File: src/hdl/mcic_pkg.sv
/*
  constants shared by the memory card interface controller: register
  indices, bit fields, reset values and timing counts.
  assumes a 20 mhz system clock.
*/
package mcic_pkg;
  localparam int HAW = 4;   // host register index width
  localparam int DW  = 8;   // host and card data width
  localparam int CAW = 26;  // card address counter width
  // register indices
  localparam logic [3:0] REG_DATA = 4'h0;  // card data port
  localparam logic [3:0] REG_ADR0 = 4'h1;
  localparam logic [3:0] REG_ADR1 = 4'h2;
  localparam logic [3:0] REG_ADR2 = 4'h3;
  localparam logic [3:0] REG_ADR3 = 4'h4;
  localparam logic [3:0] REG_CTRL = 4'h5;
  localparam logic [3:0] REG_STAT = 4'h6;
  localparam logic [3:0] REG_CFG  = 4'h7;
  // control bits, all active low on their pins
  localparam int CB_PWR  = 0;
  localparam int CB_BATT = 1;
  localparam int CB_BUSY = 2;
  localparam int CB_REGN = 3;
  localparam logic [7:0] CTRL_RST = 8'h0f;
  // status bits
  localparam int SB_IRQ  = 0;
  localparam int SB_INS  = 1;
  // wait states
  localparam logic [1:0] CARD_WAIT = 2'h2;
  localparam logic [1:0] REG_WAIT  = 2'h0;
  // card strobe width
  localparam int CLK_NS  = 50;
  localparam int STB_NS  = 150;
  localparam int STB_CYC = (STB_NS + CLK_NS - 1) / CLK_NS;
  localparam int SYW     = 29;  // width of synchronised pin vector
endpackage : mcic_pkg

File: src/hdl/mcic_ctrl.sv
/*
  memory card interface controller: host register port with wait
  states, card access engine with address counter, two-entry write
  buffer, card detect interrupt and serial configuration load.
  assumes host pins are asynchronous and resolved by external pull-ups.
*/
// Contract
// RQ1: read places indexed register on data byte
// RQ2: write latches data byte at access end
// RQ3: zero-wait access acknowledged next clock edge
// RQ4: acknowledge driven only when we are target
// RQ5: wait states counted before acknowledge
// RQ6: card data accesses get two waits
// RQ7: config enable low while shifting, then released
// RQ8: card address from 26-bit counter
// RQ9: eight-bit card data with card strobes
// RQ10: register select picks attribute or common
// RQ11: address counter increments after each cycle
// RQ12: card read enable then read strobe
// RQ13: card write enable then write strobe
// RQ14: insert and remove both raise interrupt
// RQ15: inserted when both detects low
// RQ16: host-controlled active-low card power
// RQ17: write-protect level sampled, high protects
// RQ18: battery led driven low on host request
// RQ19: busy led driven low on host request
// RQ20: status readable, controls host writable
// RQ21: acknowledge released when select deasserts
`timescale 1ns/100ps
`default_nettype none
module mcic_ctrl #(
  parameter int DEPTH    = 2,
  parameter int CFG_BITS = 8
) (
  input  wire logic                     CLK_I,
  input  wire logic                     RST_B_I,
  input  wire logic [mcic_pkg::HAW-1:0] HOST_ADDR_I,
  input  wire logic                     CTRL_SELECT_N_I,
  input  wire logic                     HOST_READ_STROBE_N_I,
  input  wire logic                     HOST_WRITE_STROBE_N_I,
  input  wire logic [mcic_pkg::DW-1:0]  HOST_DATA_I,
  output logic      [mcic_pkg::DW-1:0]  HOST_DATA_O,
  output logic                          HOST_DATA_OE_O,
  output logic                          TRANSFER_ACK_N_O,
  output logic                          TRANSFER_ACK_OE_O,
  output logic                          CARD_IRQ_N_O,
  output logic                          CFG_CE_N_O,
  output logic                          CFG_CE_OE_O,
  output logic                          CFG_CLK_O,
  input  wire logic                     CFG_DATA_I,
  output logic      [mcic_pkg::CAW-1:0] CARD_ADDR_O,
  input  wire logic [mcic_pkg::DW-1:0]  CARD_DATA_I,
  output logic      [mcic_pkg::DW-1:0]  CARD_DATA_O,
  output logic                          CARD_DATA_OE_O,
  output logic                          CARD_REG_N_O,
  output logic                          CARD_ENABLE_N_O,
  output logic                          CARD_READ_STROBE_N_O,
  output logic                          CARD_WRITE_STROBE_N_O,
  input  wire logic                     CARD_DET1_I,
  input  wire logic                     CARD_DET2_I,
  input  wire logic                     CARD_WP_I,
  input  wire logic                     CARD_BVD1_I,
  input  wire logic                     CARD_BVD2_I,
  output logic                          CARD_PWR_N_O,
  output logic                          BATT_LED_N_O,
  output logic                          BUSY_LED_N_O
);
  import mcic_pkg::*;

  localparam int PW = (DEPTH > 1) ? $clog2(DEPTH) : 1;
  localparam int CW = $clog2(DEPTH + 1);

  typedef enum logic [2:0] {H_IDLE = 3'h1, H_WAIT = 3'h2, H_ACK = 3'h4} mcic_hst_t;
  typedef enum logic [3:0] {C_IDLE = 4'h1, C_EN = 4'h2, C_STB = 4'h4, C_END = 4'h8} mcic_cst_t;
  typedef enum logic [1:0] {CF_LOAD = 2'h1, CF_DONE = 2'h2} mcic_cfs_t;

  mcic_hst_t        hst_r;
  mcic_cst_t        cst_r;
  mcic_cfs_t        cfs_r;
  logic [SYW-1:0]   s1_r;
  logic [SYW-1:0]   s2_r;
  logic             sel_s;
  logic             rd_s;
  logic             wr_s;
  logic [HAW-1:0]   adr_s;
  logic [DW-1:0]    hd_s;
  logic [DW-1:0]    cd_s;
  logic [4:0]       pin_s;
  logic             cfgd_s;
  logic [HAW-1:0]   adr_r;
  logic             rdw_r;
  logic             card_r;
  logic [1:0]       wcnt_r;
  logic [DW-1:0]    hdo_r;
  logic [DW-1:0]    whd_r;
  logic [DW-1:0]    rmux;
  logic             go;
  logic             acc_end;
  logic             wr_commit;
  logic [DW-1:0]    ctrl_r;
  logic [CAW-1:0]   caddr_r;
  logic             irq_r;
  logic             ins_r;
  logic             ins_now;
  logic [DW-1:0]    mem_r [DEPTH];
  logic [PW-1:0]    wp_r;
  logic [PW-1:0]    rp_r;
  logic [CW-1:0]    cnt_r;
  logic             in_rdy;
  logic             out_vld;
  logic             push;
  logic             pop;
  logic             rd_req;
  logic             rd_done_r;
  logic             crd_r;
  logic [DW-1:0]    cwd_r;
  logic [DW-1:0]    crdat_r;
  logic [7:0]       scnt_r;
  logic             cclk_r;
  logic [7:0]       ccnt_r;
  logic [DW-1:0]    cfg_r;
  logic             addr_wr;

  ////////////////////////////////////////////////////////////////////////
  // two-flop synchronisers; only s2_r is read by logic
  always_ff @(posedge CLK_I)
  begin
    if (!RST_B_I)
    begin
      s1_r <= '1;
      s2_r <= '1;
    end
    else
    begin
      s1_r <= {CTRL_SELECT_N_I, HOST_READ_STROBE_N_I, HOST_WRITE_STROBE_N_I,
               HOST_ADDR_I, HOST_DATA_I, CARD_DATA_I, CARD_DET1_I,
               CARD_DET2_I, CARD_WP_I, CARD_BVD1_I, CARD_BVD2_I, CFG_DATA_I};
      s2_r <= s1_r;
    end
  end

  assign {sel_s, rd_s, wr_s, adr_s, hd_s, cd_s, pin_s, cfgd_s} = s2_r;
  assign ins_now = !pin_s[4] && !pin_s[3];  // RQ15

  ////////////////////////////////////////////////////////////////////////
  // host access sequencer; card accesses also wait on the engine or buffer
  assign go = !card_r || (rdw_r ? rd_done_r : in_rdy);  // RQ6
  assign acc_end = (hst_r == H_ACK) && sel_s;
  assign wr_commit = acc_end && !rdw_r;

  always_ff @(posedge CLK_I)
  begin
    if (!RST_B_I)
    begin
      hst_r  <= H_IDLE;
      adr_r  <= '0;
      rdw_r  <= 1'b0;
      card_r <= 1'b0;
      wcnt_r <= '0;
      hdo_r  <= '0;
      whd_r  <= '0;
    end
    else
    begin
      case (hst_r)
        H_IDLE:
          if (!sel_s && (!rd_s || !wr_s))
          begin
            hst_r  <= H_WAIT;
            adr_r  <= adr_s;
            rdw_r  <= !rd_s;
            card_r <= (adr_s == REG_DATA);
            wcnt_r <= (adr_s == REG_DATA) ? CARD_WAIT : REG_WAIT;  // RQ6
          end
        H_WAIT:
          if (wcnt_r != 2'h0)
            wcnt_r <= wcnt_r - 2'h1;  // RQ5
          else if (go)
          begin
            hst_r <= H_ACK;  // RQ3
            hdo_r <= rmux;   // RQ1
            whd_r <= hd_s;
          end
        H_ACK:
          if (sel_s)
            hst_r <= H_IDLE;  // RQ21
        default:
          hst_r <= H_IDLE;
      endcase
    end
  end

  // read data source for every index; unmapped indices read zero
  always_comb
  begin
    case (adr_r)
      REG_DATA: rmux = crdat_r;
      REG_ADR0: rmux = caddr_r[7:0];
      REG_ADR1: rmux = caddr_r[15:8];
      REG_ADR2: rmux = caddr_r[23:16];
      REG_ADR3: rmux = {6'h00, caddr_r[25:24]};
      REG_CTRL: rmux = ctrl_r;
      REG_STAT: rmux = {1'b0, pin_s, ins_now, irq_r};  // RQ17 RQ20
      REG_CFG:  rmux = cfg_r;
      default:  rmux = 8'h00;
    endcase
  end

  assign HOST_DATA_O       = hdo_r;
  assign HOST_DATA_OE_O    = (hst_r == H_ACK) && rdw_r;  // RQ1
  assign TRANSFER_ACK_N_O  = 1'b0;
  assign TRANSFER_ACK_OE_O = (hst_r == H_ACK);  // RQ4

  ////////////////////////////////////////////////////////////////////////
  // control register and interrupt flag; a new event beats the clear
  always_ff @(posedge CLK_I)
  begin
    if (!RST_B_I)
    begin
      ctrl_r <= CTRL_RST;
      irq_r  <= 1'b0;
      ins_r  <= 1'b0;
    end
    else
    begin
      ins_r <= ins_now;
      if (wr_commit && (adr_r == REG_CTRL))
        ctrl_r <= whd_r;  // RQ2 RQ16 RQ18 RQ19
      if (ins_now != ins_r)
        irq_r <= 1'b1;  // RQ14
      else if (wr_commit && (adr_r == REG_STAT) && whd_r[SB_IRQ])
        irq_r <= 1'b0;
    end
  end

  assign CARD_IRQ_N_O = !irq_r;
  assign CARD_PWR_N_O = ctrl_r[CB_PWR];   // RQ16
  assign BATT_LED_N_O = ctrl_r[CB_BATT];  // RQ18
  assign BUSY_LED_N_O = ctrl_r[CB_BUSY];  // RQ19
  assign CARD_REG_N_O = ctrl_r[CB_REGN];  // RQ10

  ////////////////////////////////////////////////////////////////////////
  // card address counter; a host write in the same cycle wins
  assign addr_wr = wr_commit && (adr_r >= REG_ADR0) && (adr_r <= REG_ADR3);

  always_ff @(posedge CLK_I)
  begin
    if (!RST_B_I)
      caddr_r <= '0;
    else if (addr_wr)
      case (adr_r)
        REG_ADR0: caddr_r[7:0]   <= whd_r;
        REG_ADR1: caddr_r[15:8]  <= whd_r;
        REG_ADR2: caddr_r[23:16] <= whd_r;
        default:  caddr_r[25:24] <= whd_r[1:0];
      endcase
    else if (cst_r == C_END)
      caddr_r <= caddr_r + 26'h1;  // RQ11
  end

  assign CARD_ADDR_O = caddr_r;  // RQ8

  ////////////////////////////////////////////////////////////////////////
  // two-entry write buffer; a full buffer holds off the acknowledge
  assign in_rdy  = (cnt_r < CW'(DEPTH));
  assign out_vld = (cnt_r != '0);
  assign push    = wr_commit && card_r;
  assign rd_req  = (hst_r == H_WAIT) && card_r && rdw_r && !rd_done_r;
  assign pop     = (cst_r == C_IDLE) && out_vld && !ctrl_r[CB_PWR];

  always_ff @(posedge CLK_I)
  begin
    if (!RST_B_I)
    begin
      wp_r  <= '0;
      rp_r  <= '0;
      cnt_r <= '0;
    end
    else
    begin
      if (push)
      begin
        mem_r[wp_r] <= whd_r;
        wp_r <= (wp_r == PW'(DEPTH - 1)) ? '0 : wp_r + PW'(1);
      end
      if (pop)
        rp_r <= (rp_r == PW'(DEPTH - 1)) ? '0 : rp_r + PW'(1);
      cnt_r <= cnt_r + CW'(push) - CW'(pop);
    end
  end

  ////////////////////////////////////////////////////////////////////////
  // card cycle engine; buffered writes drain before a read is served
  always_ff @(posedge CLK_I)
  begin
    if (!RST_B_I)
    begin
      cst_r     <= C_IDLE;
      crd_r     <= 1'b0;
      cwd_r     <= '0;
      crdat_r   <= '0;
      scnt_r    <= '0;
      rd_done_r <= 1'b0;
    end
    else
    begin
      if (acc_end)
        rd_done_r <= 1'b0;
      case (cst_r)
        C_IDLE:
          if (pop)
          begin
            cst_r <= C_EN;
            crd_r <= 1'b0;
            cwd_r <= mem_r[rp_r];  // RQ13
          end
          else if (rd_req && !out_vld)
          begin
            cst_r <= C_EN;
            crd_r <= 1'b1;
          end
        C_EN:
        begin
          cst_r  <= C_STB;  // RQ12 RQ13
          scnt_r <= '0;
        end
        C_STB:
          if (scnt_r == 8'(STB_CYC - 1))
          begin
            cst_r <= C_END;
            if (crd_r)
            begin
              crdat_r   <= cd_s;  // RQ9 RQ12
              rd_done_r <= 1'b1;
            end
          end
          else
            scnt_r <= scnt_r + 8'h1;
        C_END:
          cst_r <= C_IDLE;
        default:
          cst_r <= C_IDLE;
      endcase
    end
  end

  assign CARD_ENABLE_N_O       = (cst_r == C_IDLE);  // RQ9
  assign CARD_READ_STROBE_N_O  = !((cst_r == C_STB) && crd_r);
  assign CARD_WRITE_STROBE_N_O = !((cst_r == C_STB) && !crd_r);
  assign CARD_DATA_O           = cwd_r;
  assign CARD_DATA_OE_O        = (cst_r != C_IDLE) && !crd_r;  // RQ13

  ////////////////////////////////////////////////////////////////////////
  // serial configuration load after reset; enable released when done
  always_ff @(posedge CLK_I)
  begin
    if (!RST_B_I)
    begin
      cfs_r  <= CF_LOAD;
      cclk_r <= 1'b0;
      ccnt_r <= '0;
      cfg_r  <= '0;
    end
    else if (cfs_r == CF_LOAD)
    begin
      cclk_r <= !cclk_r;  // RQ7
      if (cclk_r)
      begin
        cfg_r  <= {cfg_r[DW-2:0], cfgd_s};
        ccnt_r <= ccnt_r + 8'h1;
        if (ccnt_r == 8'(CFG_BITS - 1))
          cfs_r <= CF_DONE;
      end
    end
  end

  assign CFG_CLK_O   = cclk_r;
  assign CFG_CE_N_O  = 1'b0;
  assign CFG_CE_OE_O = (cfs_r == CF_LOAD);  // RQ7
endmodule : mcic_ctrl
`default_nettype wire

File: config.mk
export PLATFORM = sky130hd
export DESIGN_NAME = mcic_ctrl
export DESIGN_NICKNAME = d
export VERILOG_FILES = /design/src/hdl/mcic_pkg.sv /design/src/hdl/mcic_ctrl.sv
export SDC_FILE = /design/constraint.sdc
export NUM_CORES = 1
export LEC_CHECK = 0
export BUFFER_PORTS_ARGS = -buffer_cell sky130_fd_sc_hd__buf_4
export CORE_MARGIN = 2
export CORE_UTILIZATION = 40
export CTS_CLUSTER_SIZE = 25
export DETAILED_ROUTE_END_ITERATION = 16
export SLEW_MARGIN = 20
export SYNTH_ARGS = -nofsm -noshare
export SYNTH_HDL_FRONTEND = slang
export SYNTH_SLANG_ARGS = --single-unit
File: constraint.sdc
create_clock -name CLK_I -period 3 [get_ports CLK_I]
set_clock_uncertainty 0.15 [all_clocks]
set_input_delay 0.3 -clock CLK_I [delete_from_list [all_inputs] [get_ports CLK_I]]
set_output_delay 0.3 -clock CLK_I [all_outputs]
set_load 0.03 [all_outputs]
Word-level counts from Yosys, hierarchy flattened
Memories as Yosys holds them, arrays and structs flattened. A register that Yosys moved wholly into a read port is not among the register bits.
Cells that the tools add are included.
- add/sub/neg operators: 8
- multipliers: 0
- div/mod/pow operators: 0
- order comparisons: 3
- eq/ne operators: 31
- shift operators: 0
- multiplexer cells: 36
- bitwise operators: 1
- reductions and logical operators: 63
- operators with widths (kind ; number):
    one-hot mux 8 bit (8 select lines) ; 1
    two-way mux 26 bit ; 2
    two-way mux 8 bit ; 4
    adder 26 x 1 -> 26 bit (second input constant) ; 1
    == test 4 x 3 -> 1 bit (second input constant) ; 5
    logical AND 1 bit ; 20
    AND reduction 2 bit ; 10
    adder 8 x 1 -> 8 bit (second input constant) ; 2
    zero test 1 bit ; 16
    one-hot mux 8 bit (2 select lines) ; 1
    two-way mux 1 bit ; 14
    inequality test 2 bit (second input constant) ; 7
    nonzero test 2 bit ; 7
    == test 4 x 2 -> 1 bit (second input constant) ; 3
    two-way mux 3 bit ; 4
    two-way mux 4 bit ; 3
    one-hot mux 4 bit (3 select lines) ; 1
    AND reduction 3 bit ; 4
    one-hot mux 3 bit (3 select lines) ; 1
    == test 4 x 1 -> 1 bit (second input constant) ; 2
    == test 8 x 2 -> 1 bit (second input constant) ; 1
    == test 8 x 3 -> 1 bit (second input constant) ; 1
    zero test 4 bit ; 2
    two-way mux 2 bit ; 4
    other kinds (21) ; 26
- register bits: 166
- bits in latches: 0
- memory bits (writable): 16
- memory bits (read-only): 0
- bits of input ports: 31
- output and inout bits: 57
- logic and storage cells: 171
- memories kept: 1
- memories (memory ; depth ; width ; rd ports ; clocked after Yosys merged registers in ; wr ports ; line ; text):
    mem_r ; 2 ; 8 ; 1 ; 1 ; 1 ; mcic_ctrl.sv:105 ; logic [DW-1:0] mem_r [DEPTH];

Logic depth before layout (Yosys ltp)
Gate-level depths: netlist of the first run.
- depth after elaboration: 8
- depth in mapped cells: 10

Worst setup path before layout of the first run
No wires, ideal clock.
- path type: register to register
- from: reg cst_r[0]
- to: reg cnt_r[1]
- arrival time: 2.479 ns
- required time: 2.722 ns
- path slack: 0.244 ns
- cell stages (with the launch flop): 10
- buffers on the path: 2
- clock period less this slack: 2.756 ns
- cell sequence: dfxtp_1 > nor4b_2 > nor3b_1 > buf_2 > buf_6 > xor2_1 > ha_1 > xnor2_1 > xnor2_1 > nor2_1
- cells in the longest elaborated chain, start to end: 4
- RTL lines (what ; line ; text):
    start, declared ; mcic_ctrl.sv:78 ; mcic_cst_t cst_r;
    start signal, assigned ; mcic_ctrl.sv:298 ; cst_r <= C_IDLE;
    start signal, assigned ; mcic_ctrl.sv:313 ; cst_r <= C_EN;
    start signal, assigned ; mcic_ctrl.sv:319 ; cst_r <= C_EN;
    == test 4 x 1 -> 1 bit ; -- ;
    via CARD_ENABLE_N_O ; mcic_ctrl.sv:56 ; output logic CARD_ENABLE_N_O,
    logical AND 1 bit (2 in a row) ; mcic_ctrl.sv:269 ; assign pop = (cst_r == C_IDLE) && out_vld && !ctrl_r[CB_PWR];
    subtractor 2 x 1 -> 2 bit ; mcic_ctrl.sv:288 ; cnt_r <= cnt_r + CW'(push) - CW'(pop);
    end signal, assigned ; mcic_ctrl.sv:288 ;
    end, declared ; mcic_ctrl.sv:108 ; logic [CW-1:0] cnt_r;
The timed path passes the listed nets, and every way through them passes these cells.
A chain may end at the register's enable or synchronous reset.

Worst setup path in the final report of the first run
- from: reg hst_r[1]
- to: reg hdo_r[5], in the netlist HOST_DATA_O[5]
- cells in the longest elaborated chain, start to end: 2
- RTL lines (what ; line ; text):
    start, declared ; mcic_ctrl.sv:77 ; mcic_hst_t hst_r;
    start signal, assigned ; mcic_ctrl.sv:155 ; hst_r <= H_IDLE;
    start signal, assigned ; mcic_ctrl.sv:169 ; hst_r <= H_WAIT;
    start signal, assigned ; mcic_ctrl.sv:180 ; hst_r <= H_ACK;
    == test 3 x 2 -> 1 bit ; mcic_ctrl.sv:165 ; case (hst_r)
    AND reduction 3 bit (no line) ; -- ;
    end signal, assigned ; mcic_ctrl.sv:181 ; hdo_r <= rmux;
    end, declared ; mcic_ctrl.sv:94 ; logic [DW-1:0] hdo_r;
No other way between the ends.

==> results.toml, run 1 <==
[floorplanning]
initial_core_util_pct = 40.7
rows = 52
die_y_um = 147
die_area_um2 = 21700
dieWidth_um = 147
io-pin-count = 88
coreArea_um2 = 20200

[layout]
final_cells = 1235
layout.cells.most_common = "dfxtp_1"
final_cell_mix = "174 x dfxtp_1, 101 x buf_4, 85 x nor2_1"
area_delta_synth_final_pct = 21.5
diodes = 0
n_fill_cell = 1913
nets = 989
drive_gt1_share_pct = 17.1
utilization_pct = 49.4

[pwr]
switchingPower_mw = 1.17
sw_frac_of_total_pct = 22.7
power_mw = 5.17
p_clk_share_pct = 45.8
power_density_nw_per_um2 = 519
ir_worst_vdd_mv = 0.333
intPower_mw = 4.00
leakagePower_nw = 3.90
combPwrFrac_pct = 3.6
p_seq_share_pct = 50.5

[synth]
synth_area_um2 = 8200
syn_inst = 855
ys_async_sr_fraction_pct = 0
synth_area_leaders = "dfxtp_1 42%, edfxtp_1 5.9%, mux2i_1 5.5%"
synth_top_cell_area_share_pct = 42.5
avgSynthCellArea_um2 = 9.59
synth-seq-area-share_pct = 48.3
synth-seq-cells = 190
synthFlopType = "dfxtp_1"
synth_area_leader_cell = "dfxtp_1"
synth_edf_count = 16
yosysWarnings = 0
synth.distinct_cells = 81

[sta]
hold_viol = 0
slew_headroom_pct = 28.4
clock.fmax_mhz = 417
setup_tns_ps = 0
setup_viol = 0
rsz0062_at_grt = "no"
post-route-period-util_pct = 80.0
worst_pin_slew_ps = 1070
period_needed_ps = 2400
final_max_slew_viol_count = 0

[worst_hold_path]
min_path_type = "input pin to flop"
hp-start = "RST_B_I"

[detailed_routing]
wire_per_inst_um = 16.9
drt_iter0_markers = 556
drc_errors = 0
wirelength_mm = 20.9
ant_nets = 0
vias = 6579
via_per_inst = 5.33
first_pass_iters = 5

[outcome]
status = "completed"

[place]
dpl.hpwl_mm = 14.5
io_buffers = 85
dp_cells = 1174
routabilityCongestion = 0.866

[clock_network]
cts_tree = "built"
clkLatencyLatePin_ps = 440
cts_buffers = 17
htreeDepth = 4
clkTransAtPathRegs_ps = 70
cts.sinks = 190
clockRootBuffer = "clkbuf_16"
cts_buffer_depth = 2

[global_route]
grt_pass1_wl_mm = 33.5
antenna_found_initial = 0
track_usage_pct = 19.7
grt_pass1_vias = 6112
grt.overflow.total = 0
grt_max_degree = 62

[worst_setup_path]
rr_startpoint = "hst_r[1]"
max_stage_delay_ps = 650
path_max_fanout = 18
crit_path_end_kind = "flop"
crit_slowest_cell = "a311o_1"
cp.arrival_ps = 2610
critPathTopFamily = "compound AO/OA/AOI/OAI gates"
crit_buf_inv = 0
critPathLaunch = "hst_r[1]"
worstSetupPathType = "flop to flop"
critPathLaunchType = "flop"
crit_chain = "or3b_1 -> a311o_1 -> nor2_4 -> o21ai_1 -> a21oi_1"
critPathRequiredTime_ps = 3210

[run]
cap_viol_max_count = 0
-- timing repair --
action,CTS,global route
buffers inserted,0,0
resized for setup,0,0
hold buffers,29,0
hold endpoints to repair,29,0
-- layer usage --
metal / global-route usage (%) / share of wire [%] / vias up
met5: 0 / 0 / -
met4: 7.21 / 1.8 / 0
met3: 3.91 / 5.9 / 31
met2: 30.8 / 46 / 224
met1: 27.1 / 46 / 3080
li1: - / - / 3244
-- cell type report --
| type | count | area (um2) | share of cell area (%) |
|---|---|---|---|
| timing repair buffer | 131 | 1070 | 10.7 |
| clock buffer | 19 | 453 | 4.54 |
| inverter | 11 | 41.3 | 0.414 |
| clock inverter | 13 | 168 | 1.68 |
| tap | 270 | 338 | 3.39 |
| multi-input combinational | 601 | 3930 | 39.5 |
| sequential | 190 | 3960 | 39.8 |
-- stage by stage --
| step | hold WS, ps | cell area [um2] | worst slack (ps) |
|---|---|---|---|
| 2_1_floorplan | 236 | 8210 | 244 |
| 3_3_place_gp | 239 | 9050 | 683 |
| 3_5_place_dp | 241 | 9050 | 647 |
| 4_1_cts | 67.1 | 9970 | 626 |
| 5_1_grt | 74.8 | 9970 | 457 |
| 6_report | 88.7 | 9970 | 600 |
-- cells in the mapped netlist (all sizes together), types with 7 or more instances --
| cell | count |
|---|---|
| a211oi | 10 |
| a21o | 8 |
| a21oi | 52 |
| a22oi | 10 |
| and3 | 12 |
| buf | 28 |
| clkbuf | 26 |
| dfxtp | 174 |
| edfxtp | 16 |
| inv | 11 |
| mux2i | 46 |
| mux4 | 7 |
| nand2 | 74 |
| nand2b | 64 |
| nand3 | 21 |
| nand4 | 13 |
| nor2 | 86 |
| nor3 | 17 |
| o211ai | 8 |
| o21ai | 32 |
| o22ai | 7 |
| or3 | 8 |
| xnor2 | 10 |
| xor2 | 11 |
-- state kept, by name, summed over array words and instances (netlist names), 16 cells and up --
name         count
mem_r           16
CARD_ADDR_O     26
s2_r            29
s1_r            29
-- path summary, 6_finish.rpt --
kind,slack [ps],end,cells past startpoint
worst max-delay path,600,HOST_DATA_O[5],5
worst min-delay path,90,ctrl_r[3],2
worst max register to register,600,HOST_DATA_O[5],5
worst min register to register,260,s2_r[28],1
-- worst reg2reg max path, delay by kind of cell (launching register included) --
family           cells  cell delay (ps)
AO/OA/AOI/OAI        3              910
flip-flops           1              450
AND/OR/NAND/NOR      2              820
-- cell families (layout without fill, tap and decap cells) --
family / Yosys count / after routing / share of synthesized area, %
AOI/OAI and AO/OA: 170 / 170 / 13.7
DFF: 190 / 190 / 48.3
other: 1 / 2 / 0.0457
muxes: 57 / 57 / 8.13
adders and majority gates: 6 / 6 / 0.915
and+or+nand+nor: 345 / 345 / 22.8
buffers and inverters: 65 / 174 / 3.81
xor gates and xnor gates: 21 / 21 / 2.24
-- power by group through the flow --
stage               Clock [mW]  Combinational, mW  Sequential (mW)
global placement             0              0.158             2.67
finish                    2.37              0.188             2.61
detailed placement           0              0.159             2.67
floorplan                    0              0.104             2.67
CTS                       2.42              0.189             2.61
global route              2.53              0.207             2.62
Note: power is estimated with default switching activity, not from simulation.
==> inputs of run 2 (changes only) <==
==> constraint.sdc (replaced) <==
create_clock -name CLK_I -period 2.2 [get_ports CLK_I]
set_clock_uncertainty 0.15 [all_clocks]
set_input_delay 0.22 -clock CLK_I [delete_from_list [all_inputs] [get_ports CLK_I]]
set_output_delay 0.22 -clock CLK_I [all_outputs]
set_load 0.03 [all_outputs]
==> results.toml, run 2 (synthesis results as in run 1) <==
[pwr]
p_seq_share_pct = 50.1
combPwrFrac_pct = 3.9
intPower_mw = 5.46
p_clk_share_pct = 46.1
leakagePower_nw = 4.18
power_mw = 7.11
sw_frac_of_total_pct = 23.3
ir_worst_vdd_mv = 0.559
power_density_nw_per_um2 = 681
switchingPower_mw = 1.65

[place]
dpl.hpwl_mm = 15.4
routabilityCongestion = 0.912
dp_cells = 1222
postPlaceCellArea_um2 = 9440
io_buffers = 85
place_ws_ps = 89.0

[sta]
rsz0062_at_grt = "no"
worst_pin_slew_ps = 578
clock.fmax_mhz = 476
fin_ws_ps = 99.1
post-route-period-util_pct = 95.5
slew_headroom_pct = 61.1
hold_viol = 0
period_needed_ps = 2100
setup_viol = 0
final_max_slew_viol_count = 0

[clock_network]
cts_tree = "built"
clockRootBuffer = "clkbuf_16"
cts_buffer_depth = 2
cts.sinks = 190
clkLatencyLatePin_ps = 430
clkTransAtPathRegs_ps = 80
htreeDepth = 4
cts_buffers = 17

[floorplanning]
dieWidth_um = 147
initial_core_util_pct = 40.7
coreArea_um2 = 20200
die_y_um = 147
die_area_um2 = 21700
rows = 52
io-pin-count = 88

[detailed_routing]
wl_met1_mm = 9.81
wirelength_mm = 21.5
routed.top_layer = "met4"
ant_nets = 0
wire_per_inst_um = 16.7
drt_iter0_markers = 586
route.met2.wl_mm = 9.85
vias = 6791
first_pass_iters = 7
via_per_inst = 5.28
dr_wl_met3_mm = 1.42
drc_errors = 0

[worst_setup_path]
worstSetupPathType = "flop to flop"
critPathRequiredTime_ps = 2430
critPathLaunchType = "flop"
cp.arrival_ps = 2330
crit_path_end_kind = "flop"
path_max_fanout = 5

[layout]
final_cells = 1287
drive_gt1_share_pct = 21.8
layout.cells.most_common = "dfxtp_1"
area_delta_synth_final_pct = 27.2
n_fill_cell = 1884
utilization_pct = 51.7
nets = 1041
final_cell_mix = "171 x dfxtp_1, 150 x buf_4, 84 x nor2_1"
diodes = 0
fin_area_um2 = 10400

[global_route]
grt_pass1_wl_mm = 34.2
grt.overflow.total = 0
track_usage_pct = 20.1
grt_max_degree = 66
grt_pass1_vias = 6367
antenna_found_initial = 0

[worst_hold_path]
min_path_type = "flop to flop"

[outcome]
status = "completed"

[run]
cap_viol_max_count = 0
-- run 2: power by group through the flow --
stage | Clock (mW) | Combinational [mW] | Sequential (mW)
floorplan | 0 | 0.142 | 3.64
global placement | 0 | 0.231 | 3.64
detailed placement | 0 | 0.232 | 3.64
CTS | 3.34 | 0.274 | 3.56
global route | 3.49 | 0.299 | 3.57
finish | 3.27 | 0.274 | 3.56
-- run 2: metal layers --
layer  global-route usage (%)  vias to the layer above
met4                     6.20                        0
met2                     32.2                      226
li1                         -                     3347
met5                        0                        -
met1                     27.1                     3183
met3                     4.66                       35
-- run 2: area by class of cell --
type	instances	area, um2	share of cell area, %
repair buffers	183	1490	14.2
flip-flops and latches	190	3970	38.0
well taps	270	338	3.24
clock inverters	14	200	1.92
multi-input cells	601	3960	38.0
clock buffers	18	439	4.21
inverters	11	41.3	0.396
-- run 2: worst paths after layout --
path | start | end | slack, ps | depth (start not counted)
max | CARD_ADDR_O[1] | CARD_ADDR_O[16] | 100 | 7
min | s1_r[20] | s2_r[20] | 260 | 1
max reg2reg | CARD_ADDR_O[1] | CARD_ADDR_O[16] | 100 | 7
min reg2reg | s1_r[20] | s2_r[20] | 260 | 1
-- run 2: critical path, stage by stage (launching register included) --
cell and delay [ps]:
dfxtp_1 440, ha_1 250, nand3_1 120, nor4_2 440, buf_4 210, nand4_1 90
a21oi_1 160, o221a_1 200
-- run 2: repair_timing --
item                                    CTS  global route
endpoints found under the setup margin    0             8
endpoints found under the hold margin    31             0
setup buffers                             0             3
resized for setup                         0             4
hold buffers                             30             0
-- run 2: per-stage QoR --
| step | hold slack (ps) | TNS [ps] |
|---|---|---|
| 3_5_place_dp | 242 | 0 |
| 4_1_cts | 259 | 0 |
| 2_1_floorplan | 171 | -311 |
| 5_1_grt | 270 | 0 |
| 6_report | 257 | 0 |
| 3_3_place_gp | 239 | 0 |
